## config.mk

```make
export PLATFORM = sky130hd
export DESIGN_NAME = mcg_top
export DESIGN_NICKNAME = d
export VERILOG_FILES = /design/src/mcg_top.v
export VERILOG_INCLUDE_DIRS = /design/src
export SDC_FILE = /design/constraint.sdc
export NUM_CORES = 1
export LEC_CHECK = 0
export ABC_AREA = 1
export BUFFER_PORTS_ARGS = -buffer_cell sky130_fd_sc_hd__buf_2
export CAP_MARGIN = 20
export CORE_MARGIN = 2
export CORE_UTILIZATION = 30
export CTS_CLUSTER_DIAMETER = 200
export DETAILED_ROUTE_END_ITERATION = 10
export HOLD_SLACK_MARGIN = 0.15
export PLACE_DENSITY = 0.55
export RECOVER_POWER = 50
export REMOVE_ABC_BUFFERS = 1
export SETUP_SLACK_MARGIN = 0.3
export SLEW_MARGIN = 20
export SYNTH_ARGS = -nofsm -noshare
export SYNTH_HDL_FRONTEND = slang
export SYNTH_SLANG_ARGS = --single-unit
```

## constraint.sdc

```tcl
create_clock -name core_clk -period 1.62 [get_ports core_clk]
set_clock_uncertainty 0.2 [all_clocks]
set_input_delay 0.162 -clock core_clk [delete_from_list [all_inputs] [get_ports core_clk]]
set_output_delay 0.162 -clock core_clk [all_outputs]
set_load 0.02 [all_outputs]
```

## src/mcg_regs.vh

```
`ifndef MCG_REGS_VH
`define MCG_REGS_VH

// Register word indices on the plain register port
`define MCG_AW 4
`define MCG_OFF_CTRL 4'h0
`define MCG_OFF_WAKE_EN 4'h1
`define MCG_OFF_INT_STAT 4'h2
`define MCG_OFF_INT_MASK 4'h3
`define MCG_OFF_PIN_STAT 4'h4
`define MCG_OFF_GP_MODE 4'h5
`define MCG_OFF_GP_OUT 4'h6
`define MCG_OFF_GP_IN 4'h7

// Control register fields
`define MCG_CTRL_W 7
`define MCG_CTRL_POL 0
`define MCG_CTRL_ESIM 1
`define MCG_CTRL_RUN1 2
`define MCG_CTRL_CLK1 4
`define MCG_CTRL_DPR_EN 6
`define MCG_CTRL_RST 7'h00

// Wake enable fields
`define MCG_WAKE_W 3
`define MCG_WAKE_SMS 0
`define MCG_WAKE_DEREG 1
`define MCG_WAKE_VOICE 2
`define MCG_WAKE_RST 3'h0

// Interrupt status / mask fields
`define MCG_EV_W 5
`define MCG_EV_INS 0
`define MCG_EV_REM 2
`define MCG_EV_WAKE 4
`define MCG_EV_RST 5'h00

// Pin status layout: {card data[1:0], dpr, gnss off, airplane, inserted[1:0]}
`define MCG_PS_W 7

// General purpose pin roles, two bits per pin
`define MCG_GP_IN 2'h0
`define MCG_GP_OUT 2'h1
`define MCG_GP_FSD 2'h2
`define MCG_GP_ALT 2'h3

// Synchroniser bit positions of the pin inputs
`define MCG_SI_PRES 0
`define MCG_SI_RADIO 2
`define MCG_SI_GNSS 3
`define MCG_SI_DPR 4
`define MCG_SI_DATA 5
`define MCG_SI_GP 7

// Idle level of pulled-up inputs, used as synchroniser reset value
`define MCG_IDLE 1'b1

`endif

```

## src/mcg_top.v

```verilog
// Behaviour
// Insertion seen when presence input falls high to low by default.
// Presence polarity defaults to low-inserted; control bit selects high.
// Second slot set as embedded card is not run as external slot.
// Each slot drives clock, active-low reset and one bidirectional data.
// Low radio-disable means airplane; low positioning-disable stops GNSS.
// Host wake driven low on enabled SMS, de-registration or voice event.
// Active power-reduce input lowers transmit power when enabled.
// Each general pin takes input, output, fast shutdown or alternate role.
// Input role reports only the current synchronised pin level.
// Output role level is settable and the driven level readable.
// Output role drives both levels push-pull.
// All pin inputs pass two flip-flops before edge or level use.
`timescale 1ns/100ps
`include "mcg_regs.vh"

module mcg_top #(
  parameter GP_N = 9,
  parameter CARD_CLK_DIV = 4,
  parameter DIV_W = 8
) (
  input wire core_clk,
  input wire reset,
  input wire [`MCG_AW-1:0] reg_addr,
  input wire [31:0] reg_wdata,
  input wire reg_wr,
  input wire reg_rd,
  output wire [31:0] reg_rdata,
  output wire irq_out,
  input wire card1_present_in,
  input wire card2_present_in,
  output wire card1_clock_out,
  output wire card2_clock_out,
  output wire card1_reset_out_n,
  output wire card2_reset_out_n,
  input wire card1_data_in,
  output wire card1_data_out,
  output wire card1_data_oe,
  input wire card2_data_in,
  output wire card2_data_out,
  output wire card2_data_oe,
  input wire card1_tx_low,
  input wire card2_tx_low,
  output wire card1_rx_data,
  output wire card2_rx_data,
  input wire radio_disable_in_n,
  input wire positioning_disable_in_n,
  output wire airplane_mode,
  output wire positioning_off,
  input wire power_reduce_in,
  output wire tx_power_reduce,
  input wire evt_sms,
  input wire evt_dereg,
  input wire evt_voice,
  output wire host_wake_out_n,
  input wire [GP_N-1:0] gp_in,
  output wire [GP_N-1:0] gp_out,
  output wire [GP_N-1:0] gp_oe,
  input wire [GP_N-1:0] gp_alt_out,
  input wire [GP_N-1:0] gp_alt_oe,
  output wire [GP_N-1:0] gp_alt_in,
  output wire fast_shutdown
);

  // Role of one general pin out of the packed mode word
  function [1:0] gp_role;
    input [2*GP_N-1:0] modes;
    input integer idx;
    begin
      gp_role = modes[2*idx +: 2];
    end
  endfunction

  localparam SW = `MCG_SI_GP + GP_N;

  reg [`MCG_CTRL_W-1:0] ctrl_q;
  reg [`MCG_WAKE_W-1:0] wake_en_q;
  reg [`MCG_EV_W-1:0] stat_q, stat_d, mask_q;
  reg [2*GP_N-1:0] gp_mode_q;
  reg [GP_N-1:0] gp_level_q;
  reg [31:0] rdata_q, rdata_d;
  reg irq_q, wake_n_q, airplane_q, gnss_off_q, dpr_q, fsd_q, tick_q;
  reg [SW-1:0] sync1_q, sync2_q;
  reg [1:0] ins_prev_q;
  reg [DIV_W-1:0] div_q;

  wire [SW-1:0] raw_in;
  wire [1:0] pres_s, data_s, slot_act, ins_now, tx_low, ins_ev, rem_ev;
  wire [`MCG_WAKE_W-1:0] wake_hits;
  wire [`MCG_EV_W-1:0] events;
  wire [`MCG_PS_W-1:0] pin_stat;
  wire [GP_N-1:0] gp_s, gp_out_w, gp_oe_w, fsd_hit;
  wire [1:0] clk_w, rst_w, dout_w, doe_w, rx_w;
  wire wr_ctrl, wr_stat;

  // All asynchronous pin inputs in one vector for the synchroniser
  assign raw_in = {gp_in, card2_data_in, card1_data_in, power_reduce_in,
                   positioning_disable_in_n, radio_disable_in_n,
                   card2_present_in, card1_present_in};

  // Two-stage synchroniser; only the second stage is used downstream
  always @(posedge core_clk) begin
    if (reset) begin
      sync1_q <= {SW{`MCG_IDLE}};
      sync2_q <= {SW{`MCG_IDLE}};
    end else begin
      sync1_q <= raw_in;
      sync2_q <= sync1_q;
    end
  end

  assign pres_s = sync2_q[`MCG_SI_PRES +: 2];
  assign data_s = sync2_q[`MCG_SI_DATA +: 2];
  assign gp_s = sync2_q[`MCG_SI_GP +: GP_N];
  assign tx_low = {card2_tx_low, card1_tx_low};

  // Slot 2 is dead while assigned to the embedded card
  assign slot_act = {~ctrl_q[`MCG_CTRL_ESIM], 1'b1};

  // Inserted level follows polarity bit: 0 means low is inserted
  assign ins_now = pres_s ^ {2{~ctrl_q[`MCG_CTRL_POL]}};
  assign ins_ev = ins_now & ~ins_prev_q & slot_act;
  assign rem_ev = ~ins_now & ins_prev_q & slot_act;

  // Previous inserted state for edge detection
  always @(posedge core_clk) begin
    if (reset) begin
      ins_prev_q <= 2'b00;
    end else begin
      ins_prev_q <= ins_now;
    end
  end

  // Shared card clock divider; tick marks each half period
  always @(posedge core_clk) begin
    if (reset) begin
      div_q <= {DIV_W{1'b0}};
      tick_q <= 1'b0;
    end else if (div_q == CARD_CLK_DIV[DIV_W-1:0] - 1'b1) begin
      div_q <= {DIV_W{1'b0}};
      tick_q <= 1'b1;
    end else begin
      div_q <= div_q + 1'b1;
      tick_q <= 1'b0;
    end
  end

  genvar s;
  generate
    for (s = 0; s < 2; s = s + 1) begin : g_slot
      reg clk_q;
      reg rst_n_q;
      reg d_out_q;
      reg d_oe_q;
      reg rx_q;
      // Card side pins; an idle slot holds clock and reset low
      always @(posedge core_clk) begin
        if (reset) begin
          clk_q <= 1'b0;
          rst_n_q <= 1'b0;
          d_out_q <= 1'b0;
          d_oe_q <= 1'b0;
          rx_q <= `MCG_IDLE;
        end else begin
          if (slot_act[s] && ctrl_q[`MCG_CTRL_CLK1 + s]) begin
            clk_q <= clk_q ^ tick_q;
          end else begin
            clk_q <= 1'b0;
          end
          rst_n_q <= slot_act[s] & ctrl_q[`MCG_CTRL_RUN1 + s];
          // Data line is open drain over the card pull-up
          d_out_q <= 1'b0;
          d_oe_q <= slot_act[s] & tx_low[s];
          rx_q <= data_s[s] | ~slot_act[s];
        end
      end
      assign clk_w[s] = clk_q;
      assign rst_w[s] = rst_n_q;
      assign dout_w[s] = d_out_q;
      assign doe_w[s] = d_oe_q;
      assign rx_w[s] = rx_q;
    end
  endgenerate

  genvar i;
  generate
    for (i = 0; i < GP_N; i = i + 1) begin : g_gp
      reg out_q;
      reg oe_q;
      reg alt_in_q;
      // Pin role decides who drives the pad
      always @(posedge core_clk) begin
        if (reset) begin
          out_q <= 1'b0;
          oe_q <= 1'b0;
          alt_in_q <= `MCG_IDLE;
        end else begin
          case (gp_role(gp_mode_q, i))
            `MCG_GP_OUT: begin
              out_q <= gp_level_q[i];
              oe_q <= 1'b1;
            end
            `MCG_GP_ALT: begin
              out_q <= gp_alt_out[i];
              oe_q <= gp_alt_oe[i];
            end
            default: begin
              out_q <= 1'b0;
              oe_q <= 1'b0;
            end
          endcase
          alt_in_q <= gp_s[i];
        end
      end
      // Fast shutdown is requested by a low level on such a pin
      assign fsd_hit[i] = (gp_role(gp_mode_q, i) == `MCG_GP_FSD) & ~gp_s[i];
      assign gp_out_w[i] = out_q;
      assign gp_oe_w[i] = oe_q;
      assign gp_alt_in[i] = alt_in_q;
    end
  endgenerate

  // Wake sources gated by their enable bits
  assign wake_hits = {evt_voice, evt_dereg, evt_sms} & wake_en_q;
  assign events = {|wake_hits, rem_ev, ins_ev};

  assign wr_ctrl = reg_wr && (reg_addr == `MCG_OFF_CTRL);
  assign wr_stat = reg_wr && (reg_addr == `MCG_OFF_INT_STAT);

  // Sticky status: write one clears, a new event in that cycle wins
  always @* begin
    stat_d = stat_q;
    if (wr_stat) begin
      stat_d = stat_d & ~reg_wdata[`MCG_EV_W-1:0];
    end
    stat_d = stat_d | events;
  end

  // Software written registers
  always @(posedge core_clk) begin
    if (reset) begin
      ctrl_q <= `MCG_CTRL_RST;
      wake_en_q <= `MCG_WAKE_RST;
      mask_q <= `MCG_EV_RST;
      stat_q <= `MCG_EV_RST;
      gp_mode_q <= {GP_N{`MCG_GP_IN}};
      gp_level_q <= {GP_N{1'b0}};
    end else begin
      stat_q <= stat_d;
      if (wr_ctrl) begin
        ctrl_q <= reg_wdata[`MCG_CTRL_W-1:0];
      end
      if (reg_wr && reg_addr == `MCG_OFF_WAKE_EN) begin
        wake_en_q <= reg_wdata[`MCG_WAKE_W-1:0];
      end
      if (reg_wr && reg_addr == `MCG_OFF_INT_MASK) begin
        mask_q <= reg_wdata[`MCG_EV_W-1:0];
      end
      if (reg_wr && reg_addr == `MCG_OFF_GP_MODE) begin
        gp_mode_q <= reg_wdata[2*GP_N-1:0];
      end
      if (reg_wr && reg_addr == `MCG_OFF_GP_OUT) begin
        gp_level_q <= reg_wdata[GP_N-1:0];
      end
    end
  end

  // Level outputs toward the modem core and host
  always @(posedge core_clk) begin
    if (reset) begin
      irq_q <= 1'b0;
      wake_n_q <= 1'b1;
      airplane_q <= 1'b0;
      gnss_off_q <= 1'b0;
      dpr_q <= 1'b0;
      fsd_q <= 1'b0;
    end else begin
      irq_q <= |(stat_d & mask_q);
      wake_n_q <= ~stat_d[`MCG_EV_WAKE];
      airplane_q <= ~sync2_q[`MCG_SI_RADIO];
      gnss_off_q <= ~sync2_q[`MCG_SI_GNSS];
      // Reduction policy itself is not defined; only the request is passed
      dpr_q <= ctrl_q[`MCG_CTRL_DPR_EN] & sync2_q[`MCG_SI_DPR];
      fsd_q <= |fsd_hit;
    end
  end

  assign pin_stat = {data_s, sync2_q[`MCG_SI_DPR], gnss_off_q, airplane_q,
                     ins_now};

  // Read mux; unmapped words read zero
  always @* begin
    rdata_d = 32'h00000000;
    case (reg_addr)
      `MCG_OFF_CTRL: rdata_d[`MCG_CTRL_W-1:0] = ctrl_q;
      `MCG_OFF_WAKE_EN: rdata_d[`MCG_WAKE_W-1:0] = wake_en_q;
      `MCG_OFF_INT_STAT: rdata_d[`MCG_EV_W-1:0] = stat_q;
      `MCG_OFF_INT_MASK: rdata_d[`MCG_EV_W-1:0] = mask_q;
      `MCG_OFF_PIN_STAT: rdata_d[`MCG_PS_W-1:0] = pin_stat;
      `MCG_OFF_GP_MODE: rdata_d[2*GP_N-1:0] = gp_mode_q;
      `MCG_OFF_GP_OUT: rdata_d[GP_N-1:0] = gp_level_q;
      `MCG_OFF_GP_IN: rdata_d[GP_N-1:0] = gp_s;
      default: rdata_d = 32'h00000000;
    endcase
  end

  // Read data stand only in the cycle after the strobe
  always @(posedge core_clk) begin
    if (reset) begin
      rdata_q <= 32'h00000000;
    end else if (reg_rd) begin
      rdata_q <= rdata_d;
    end else begin
      rdata_q <= 32'h00000000;
    end
  end

  assign reg_rdata = rdata_q;
  assign irq_out = irq_q;
  assign card1_clock_out = clk_w[0];
  assign card2_clock_out = clk_w[1];
  assign card1_reset_out_n = rst_w[0];
  assign card2_reset_out_n = rst_w[1];
  assign card1_data_out = dout_w[0];
  assign card2_data_out = dout_w[1];
  assign card1_data_oe = doe_w[0];
  assign card2_data_oe = doe_w[1];
  assign card1_rx_data = rx_w[0];
  assign card2_rx_data = rx_w[1];
  assign airplane_mode = airplane_q;
  assign positioning_off = gnss_off_q;
  assign tx_power_reduce = dpr_q;
  assign host_wake_out_n = wake_n_q;
  assign gp_out = gp_out_w;
  assign gp_oe = gp_oe_w;
  assign fast_shutdown = fsd_q;

endmodule // mcg_top

```

-- Yosys cells after proc, flatten, opt, wreduce, memory -nomap -nowiden
Index checks and enable logic that the tools add are counted.
- output and inout bits: 75
- flip-flop bits (word level): 163
- logic and storage cells: 176
- equal/unequal tests: 35
- mux-type cells: 24
- $add $sub $neg: 1
- reductions and logical operators: 16
- bitwise gates (word level): 45
- operator list (cell ; number):
    $eq 2x2->1 const B ; 18
    $pmux 1 s2 ; 18
    $pmux 3 s8 ; 1
    $eq 2x1->1 const B ; 9
    $not 1->1 ; 18
    $eq 4x3->1 const B ; 4
    $pmux 2 s7 ; 1
    $and 1x1->1 ; 12
    $and 5x5->5 ; 2
    $pmux 2 s5 ; 1
    $reduce_or 9->1 ; 1
    $add 8x1->8 const B ; 1
    $and 2x2->2 ; 4
    $eq 4x2->1 const B ; 2
    $eq 8x2->1 const B ; 1
    $reduce_or 2->1 ; 4
    $logic_and 1x1->1 ; 7
    $pmux 2 s3 ; 1
    $reduce_or 3->1 ; 2
    $mux 5 ; 1
    $not 5->5 ; 1
    $or 5x5->5 ; 1
    $reduce_or 5->1 ; 1
    $eq 4x1->1 const B ; 1
    other kinds (7) ; 9

-- Logic depth before layout (Yosys ltp)
- depth in word-level cells: 8
- mapped depth: 9

-- Least setup slack after synthesis
Ideal clock, no wire load.
- path type: register to register
- from: register div_q[0]
- to: register div_q[6]
- path buffers: 0
- stages on the path, launching flop included: 9
- period minus slack after synthesis: 1.384 ns
- slack: 0.236 ns
- setup time: 0.115 ns
- arrival time: 1.068 ns
- path through: dfxtp_1 ha_1 nand3_1 nor2_1 nor2_1 inv_1 a21oi_1 o21ai_0 inv_1
- cells in the longest elaborated chain, start to end: 2
- ends and longest elaborated chain (what ; line ; RTL):
    start, declared ; mcg_top.v:85 ; reg [DIV_W-1:0] div_q;
    start signal, assigned ; mcg_top.v:137 ; div_q <= {DIV_W{1'b0}};
    start signal, assigned ; mcg_top.v:140 ; div_q <= {DIV_W{1'b0}};
    start signal, assigned ; mcg_top.v:143 ; div_q <= div_q + 1'b1;
    parallel branches: the longest is 2 deep, another holds $add 8x1->8 ; -- ;
Several ways; the timed one is not identified.
A chain may end at the register's enable or synchronous reset.

-- Worst setup path in the final report
- from: register ctrl_q[0]
- to: register irq_q, in the netlist irq_out
- cells in the longest elaborated chain, start to end: 8
- ends and longest elaborated chain (what ; line ; RTL):
    start, declared ; mcg_top.v:76 ; reg [`MCG_CTRL_W-1:0] ctrl_q;
    start signal, assigned ; mcg_top.v:242 ; ctrl_q <= `MCG_CTRL_RST;
    start signal, assigned ; mcg_top.v:251 ; ctrl_q <= reg_wdata[`MCG_CTRL_W-1:0];
    $not 1->1 (*) ; mcg_top.v:121 ; assign ins_now = pres_s ^ {2{~ctrl_q[`MCG_CTRL_POL]}};
    $xor 2x2->2 (*) ; mcg_top.v:121 ;
    $not 2->2 ; mcg_top.v:123 ; assign rem_ev = ~ins_now & ins_prev_q & slot_act;
    $and 2x2->2 (2 in a row) ; mcg_top.v:123 ;
    $or 5x5->5 (*) ; mcg_top.v:236 ; stat_d = stat_d | events;
    $and 5x5->5 (*) ; mcg_top.v:278 ; irq_q <= |(stat_d & mask_q);
    $reduce_or 5->1 (*) ; mcg_top.v:278 ;
    end signal, assigned ; mcg_top.v:278 ;
    end, declared ; mcg_top.v:82 ; reg irq_q, wake_n_q, airplane_q, gnss_off_q, dpr_q, fsd_q, tick_q;
Mark *: on every way between the ends. The rest lies on a longest branch, timed or not.

==> results by stage <==
Floorplanning:
- The core footprint is 0.01802 mm².
- In this run the vertical extent of the chip is 140.0 µm.
- The floorplan die width is 140.0 µm.
- In this run the core area contains 49 standard-cell rows.
- The area enclosed by the die boundary is 0.01960 mm².
- The I/O pin count is 154.
- The starting density of the core is 30.78%.

Synthesis:
- In the synthesized netlist, the cells that appear most often are 149 x sky130_fd_sc_hd__dfxtp_1, 75 x sky130_fd_sc_hd__inv_1, 71 x sky130_fd_sc_hd__nor2_1, 57 x sky130_fd_sc_hd__a21oi_1, 56 x sky130_fd_sc_hd__nand2_1.
- The number of enable-type register cells in the synthesized netlist is 0.
- In this run the biggest area consumer among cell types represents 53.77% of the synthesized area.
- Summed over all instances, the cell type with the most area after synthesis is sky130_fd_sc_hd__dfxtp_1.
- The flip-flop and latch count after synthesis is 149.
- Of all flip-flops after synthesis, the portion carrying an async set or reset was 0%.
- By area the synthesized netlist is led by sky130_fd_sc_hd__dfxtp_1 54%, sky130_fd_sc_hd__buf_4 6.2%, sky130_fd_sc_hd__a21oi_1 5.1%.
- Synthesis instantiated 33 different standard cells from the library.
- The number of warnings printed during yosys synthesis is 0.
- The prevailing post-synth register cell is sky130_fd_sc_hd__dfxtp_1.
- In the post-synthesis netlist, the cell with the most instances is sky130_fd_sc_hd__dfxtp_1.
- The post-synthesis area per instance is 8.535 µm².
- After synthesis the cells add up to 0.005548 mm².
- The number of instances in the synthesized netlist is 650.
- The post-synthesis sequential area ratio is 53.77%.

STA:
- The final hold violation count is 19.
- Of the available clock period, the critical path in the final layout requires 88.22%.
- Across all hold checks on the routed design, the worst slack comes to -0.09547 ns.
- Setup repair after global routing could not meet its margin everywhere.
- The transition time of the tightest slew-check pin is 0.5859 ns.
- The clock period could shrink to 1.429 ns.
- The final setup violation count is 0.
- The worst slew margin relative to its limit is 60.80%.
- The summed negative setup slack over all endpoints is 0 ns.
- The count of pins over their slew limit came to 0.
- The setup slack of the critical path after layout is 0.1909 ns.
- Static timing analysis puts the maximum clock frequency at 0.6997 GHz.

Power:
- VDD sags by at most 0.0008034 V.
- In this run the static leakage power is 3.307 nW.
- Power spread over the standard cell area amounts to 1075 mW/mm².

Place:
- The final HPWL from detailed placement is 9937 µm.
- The congestion estimate from routability-driven global placement came to 0.8150.
- In this run the tool buffered the top-level ports with 123 buffer cells.
- Before CTS, the worst setup slack after placement is 0.06961 ns.

Critical path:
- The worst path required time is 1.78 ns.
- At the worst endpoint, the arrival time is 1.58 ns.
- For the worst flop-to-flop path, the logic depth is 8.
- The startpoint kind of the worst setup timing path is a flop.
- The critical path ends at irq_out$_SDFF_PP0_.
- The worst setup path is captured at a flop.
- The highest net fanout along the worst path is 3.
- The source of the critical timing path is ctrl_q[0]$_SDFFE_PP0P_.
- The reg2reg setup slack is 0.19 ns.
- The startpoint of the most critical register-to-register path is ctrl_q[0]$_SDFFE_PP0P_.
- The worst register-to-register path ends at irq_out$_SDFF_PP0_.
- The critical path is of the reg -> reg type.

Clocking:
- The TritonCTS clock tree is yes.
- The clock reaches the later pin of the worst-skew pair after 0.42 ns.
- The count of H-tree levels built during CTS is 4.
- The clock sink total is 149.
- Clock tree synthesis inserted a total of 17 buffers.
- Clock-pin slew was measured on the worst setup and hold paths at 0.06 ns.
- The clock passes through at most 2 buffers.
- CTS placed an instance of sky130_fd_sc_hd__clkbuf_16 at the clock tree root.

GRT:
- The number of global-route vias before repair is 4511.
- The first global-routing pass estimated 23160 µm of wire.
- The number of antenna violations at the first check in global routing is 1.
- Global routing consumed, over all layers together, 15.17% of the routing resources.
- The total overflow reported by the global router is 0.
- Entering global routing, the biggest net connects 62 pins.

Routing:
- The number of routed nets with antenna violations is 0.
- For this block, the routed nets add up to 14490 µm of wire.
- Dividing the detail-routed wire length by the instance count gives 13.43 µm.
- The DRC violation total after the first TritonRoute iteration is 215.
- The ratio of routed vias to standard cells is 4.297.
- After detailed routing, the number of remaining DRC violations is 0.
- The first-pass iteration count of the detailed router is 4.
- The total number of vias is 4637.

Run:
- The count of maximum capacitance violations is 0.

Cells and area:
- The repair_antennas step left the layout with diodes totalling 0.
- The net count of the finished layout is 918.
- Cells with a size suffix above 1 make up 30.71% of the layout.
- The area overhead of the layout relative to synthesis is 38.00%.
- The filler cell count is 1864.

Status:
- The flow ran to the end, but the final reports show violations.
- The final reports fail on hold timing.

Worst hold path:
- The min-delay analysis places its worst path in the category in -> reg.
==> state kept, by name, indices dropped and copies added, names as in the netlist, 2 cells and up <==
name,count
ctrl_q,7
div_q,8
g_gp.alt_in_q,9
g_gp.oe_q,9
g_gp.out_q,9
gp_level_q,9
gp_mode_q,18
ins_prev_q,2
mask_q,5
reg_rdata,18
stat_q,5
sync1_q,16
sync2_q,16
wake_en_q,3
==> per-layer routing <==
metal	routed length [µm]	up-vias	track usage, %
met5	7	-	0
met4	234	2	5.105
met3	818	20	4.786
met2	6795	118	24.11
met1	6638	2083	19.59
li1	-	2414	-
==> area by class of cell <==
| cell class | instances | area (µm²) | area share (%) |
|---|---|---|---|
| clock buffers | 18 | 439.2 | 5.736 |
| well taps | 229 | 286.5 | 3.742 |
| repair buffers | 216 | 1513 | 19.76 |
| inverters | 81 | 304.0 | 3.971 |
| clock inverters | 13 | 123.9 | 1.618 |
| flip-flops and latches | 149 | 3004 | 39.24 |
| multi-input cells | 373 | 1986 | 25.94 |
==> where the power goes <==
part	internal [W]	total, W	switching, W
registers	0.00376	0.00381	0.0000442
logic	0.000317	0.000677	0.000359
clock network	0.00216	0.00375	0.00159
total	0.00624	0.00823	0.00199
==> worst min path at each step <==
stage	startpoint	end	depth (start not counted)
after floorplan	reset	airplane_mode$_SDFF_PP0_	1
after global placement	positioning_disable_in_n	sync1_q[3]$_SDFF_PP1_	2
after detailed placement	card1_data_in	sync1_q[5]$_SDFF_PP1_	2
after CTS	reg_wdata[3]	ctrl_q[3]$_SDFFE_PP0P_	3
after global routing	reset	g_gp[6].alt_in_q$_SDFF_PP1_	3
final	reset	g_gp[6].alt_in_q$_SDFF_PP1_	3
==> cell families (layout without fill, tap and decap cells) <==
logic type,count (synthesis),in the layout,share of synthesized area (%)
compound gates,136,136,13.33
xor+xnor,6,6,0.9472
fa+ha+maj,1,1,0.2255
buf+inv,143,328,13.24
flops,149,149,53.77
mux,1,1,0.1804
other cells,1,16,0.06759
simple gates,213,213,18.25
==> critical path, cell delays in order (launching register included) <==
cell	delay [ns]
sky130_fd_sc_hd__dfxtp_2	0.35
sky130_fd_sc_hd__xor2_1	0.15
sky130_fd_sc_hd__clkbuf_1	0.19
sky130_fd_sc_hd__inv_1	0.07
sky130_fd_sc_hd__o21ai_2	0.14
sky130_fd_sc_hd__nand2_1	0.07
sky130_fd_sc_hd__nand2_1	0.06
sky130_fd_sc_hd__nor2_1	0.04
sky130_fd_sc_hd__nor2_1	0.08
==> per-stage QoR <==
stage               total power [W]  util [%]  std cells  cell area, µm²
global route               0.008589     42.48       1079            7656
global placement           0.004400     34.75        975            6264
CTS                        0.008332     42.38       1081            7639
floorplan                  0.004144         -        603            5174
detailed placement         0.004405     34.75        975            6264
finish                     0.008234     42.48       1079            7656
==> repair_timing <==
item | 4_1_cts | 5_1_grt
setup endpoints to repair | 14 | 33
hold buffers | 68 | 1
cloned | 0 | 0
hold endpoints to repair | 139 | 37
gates resized for setup | 24 | 35
setup buffers | 7 | 2
pin swaps | 6 | 8
==> cell usage in the layout, fill, tap and decap left out, types with 4 or more instances in the layout <==
cell type                       count
sky130_fd_sc_hd__a21oi_2            4
sky130_fd_sc_hd__buf_2            115
sky130_fd_sc_hd__clkbuf_1           6
sky130_fd_sc_hd__nand3_1           17
sky130_fd_sc_hd__conb_1            16
sky130_fd_sc_hd__nor2_1            67
sky130_fd_sc_hd__nor3_1            10
sky130_fd_sc_hd__inv_6              4
sky130_fd_sc_hd__a211oi_1           9
sky130_fd_sc_hd__clkbuf_16         17
sky130_fd_sc_hd__o21ai_0           46
sky130_fd_sc_hd__nand2_1           56
sky130_fd_sc_hd__xor2_1             4
sky130_fd_sc_hd__buf_4             27
sky130_fd_sc_hd__inv_2              9
sky130_fd_sc_hd__dlygate4sd3_1     63
sky130_fd_sc_hd__or2_2             35
sky130_fd_sc_hd__o22ai_1           15
sky130_fd_sc_hd__inv_1             72
sky130_fd_sc_hd__nor2_2             5
sky130_fd_sc_hd__nand4_1            7
sky130_fd_sc_hd__a21oi_1           53
sky130_fd_sc_hd__nand2_2            4
sky130_fd_sc_hd__dfxtp_2            8
sky130_fd_sc_hd__dfxtp_1          138
(Power assumes the default switching activity.)
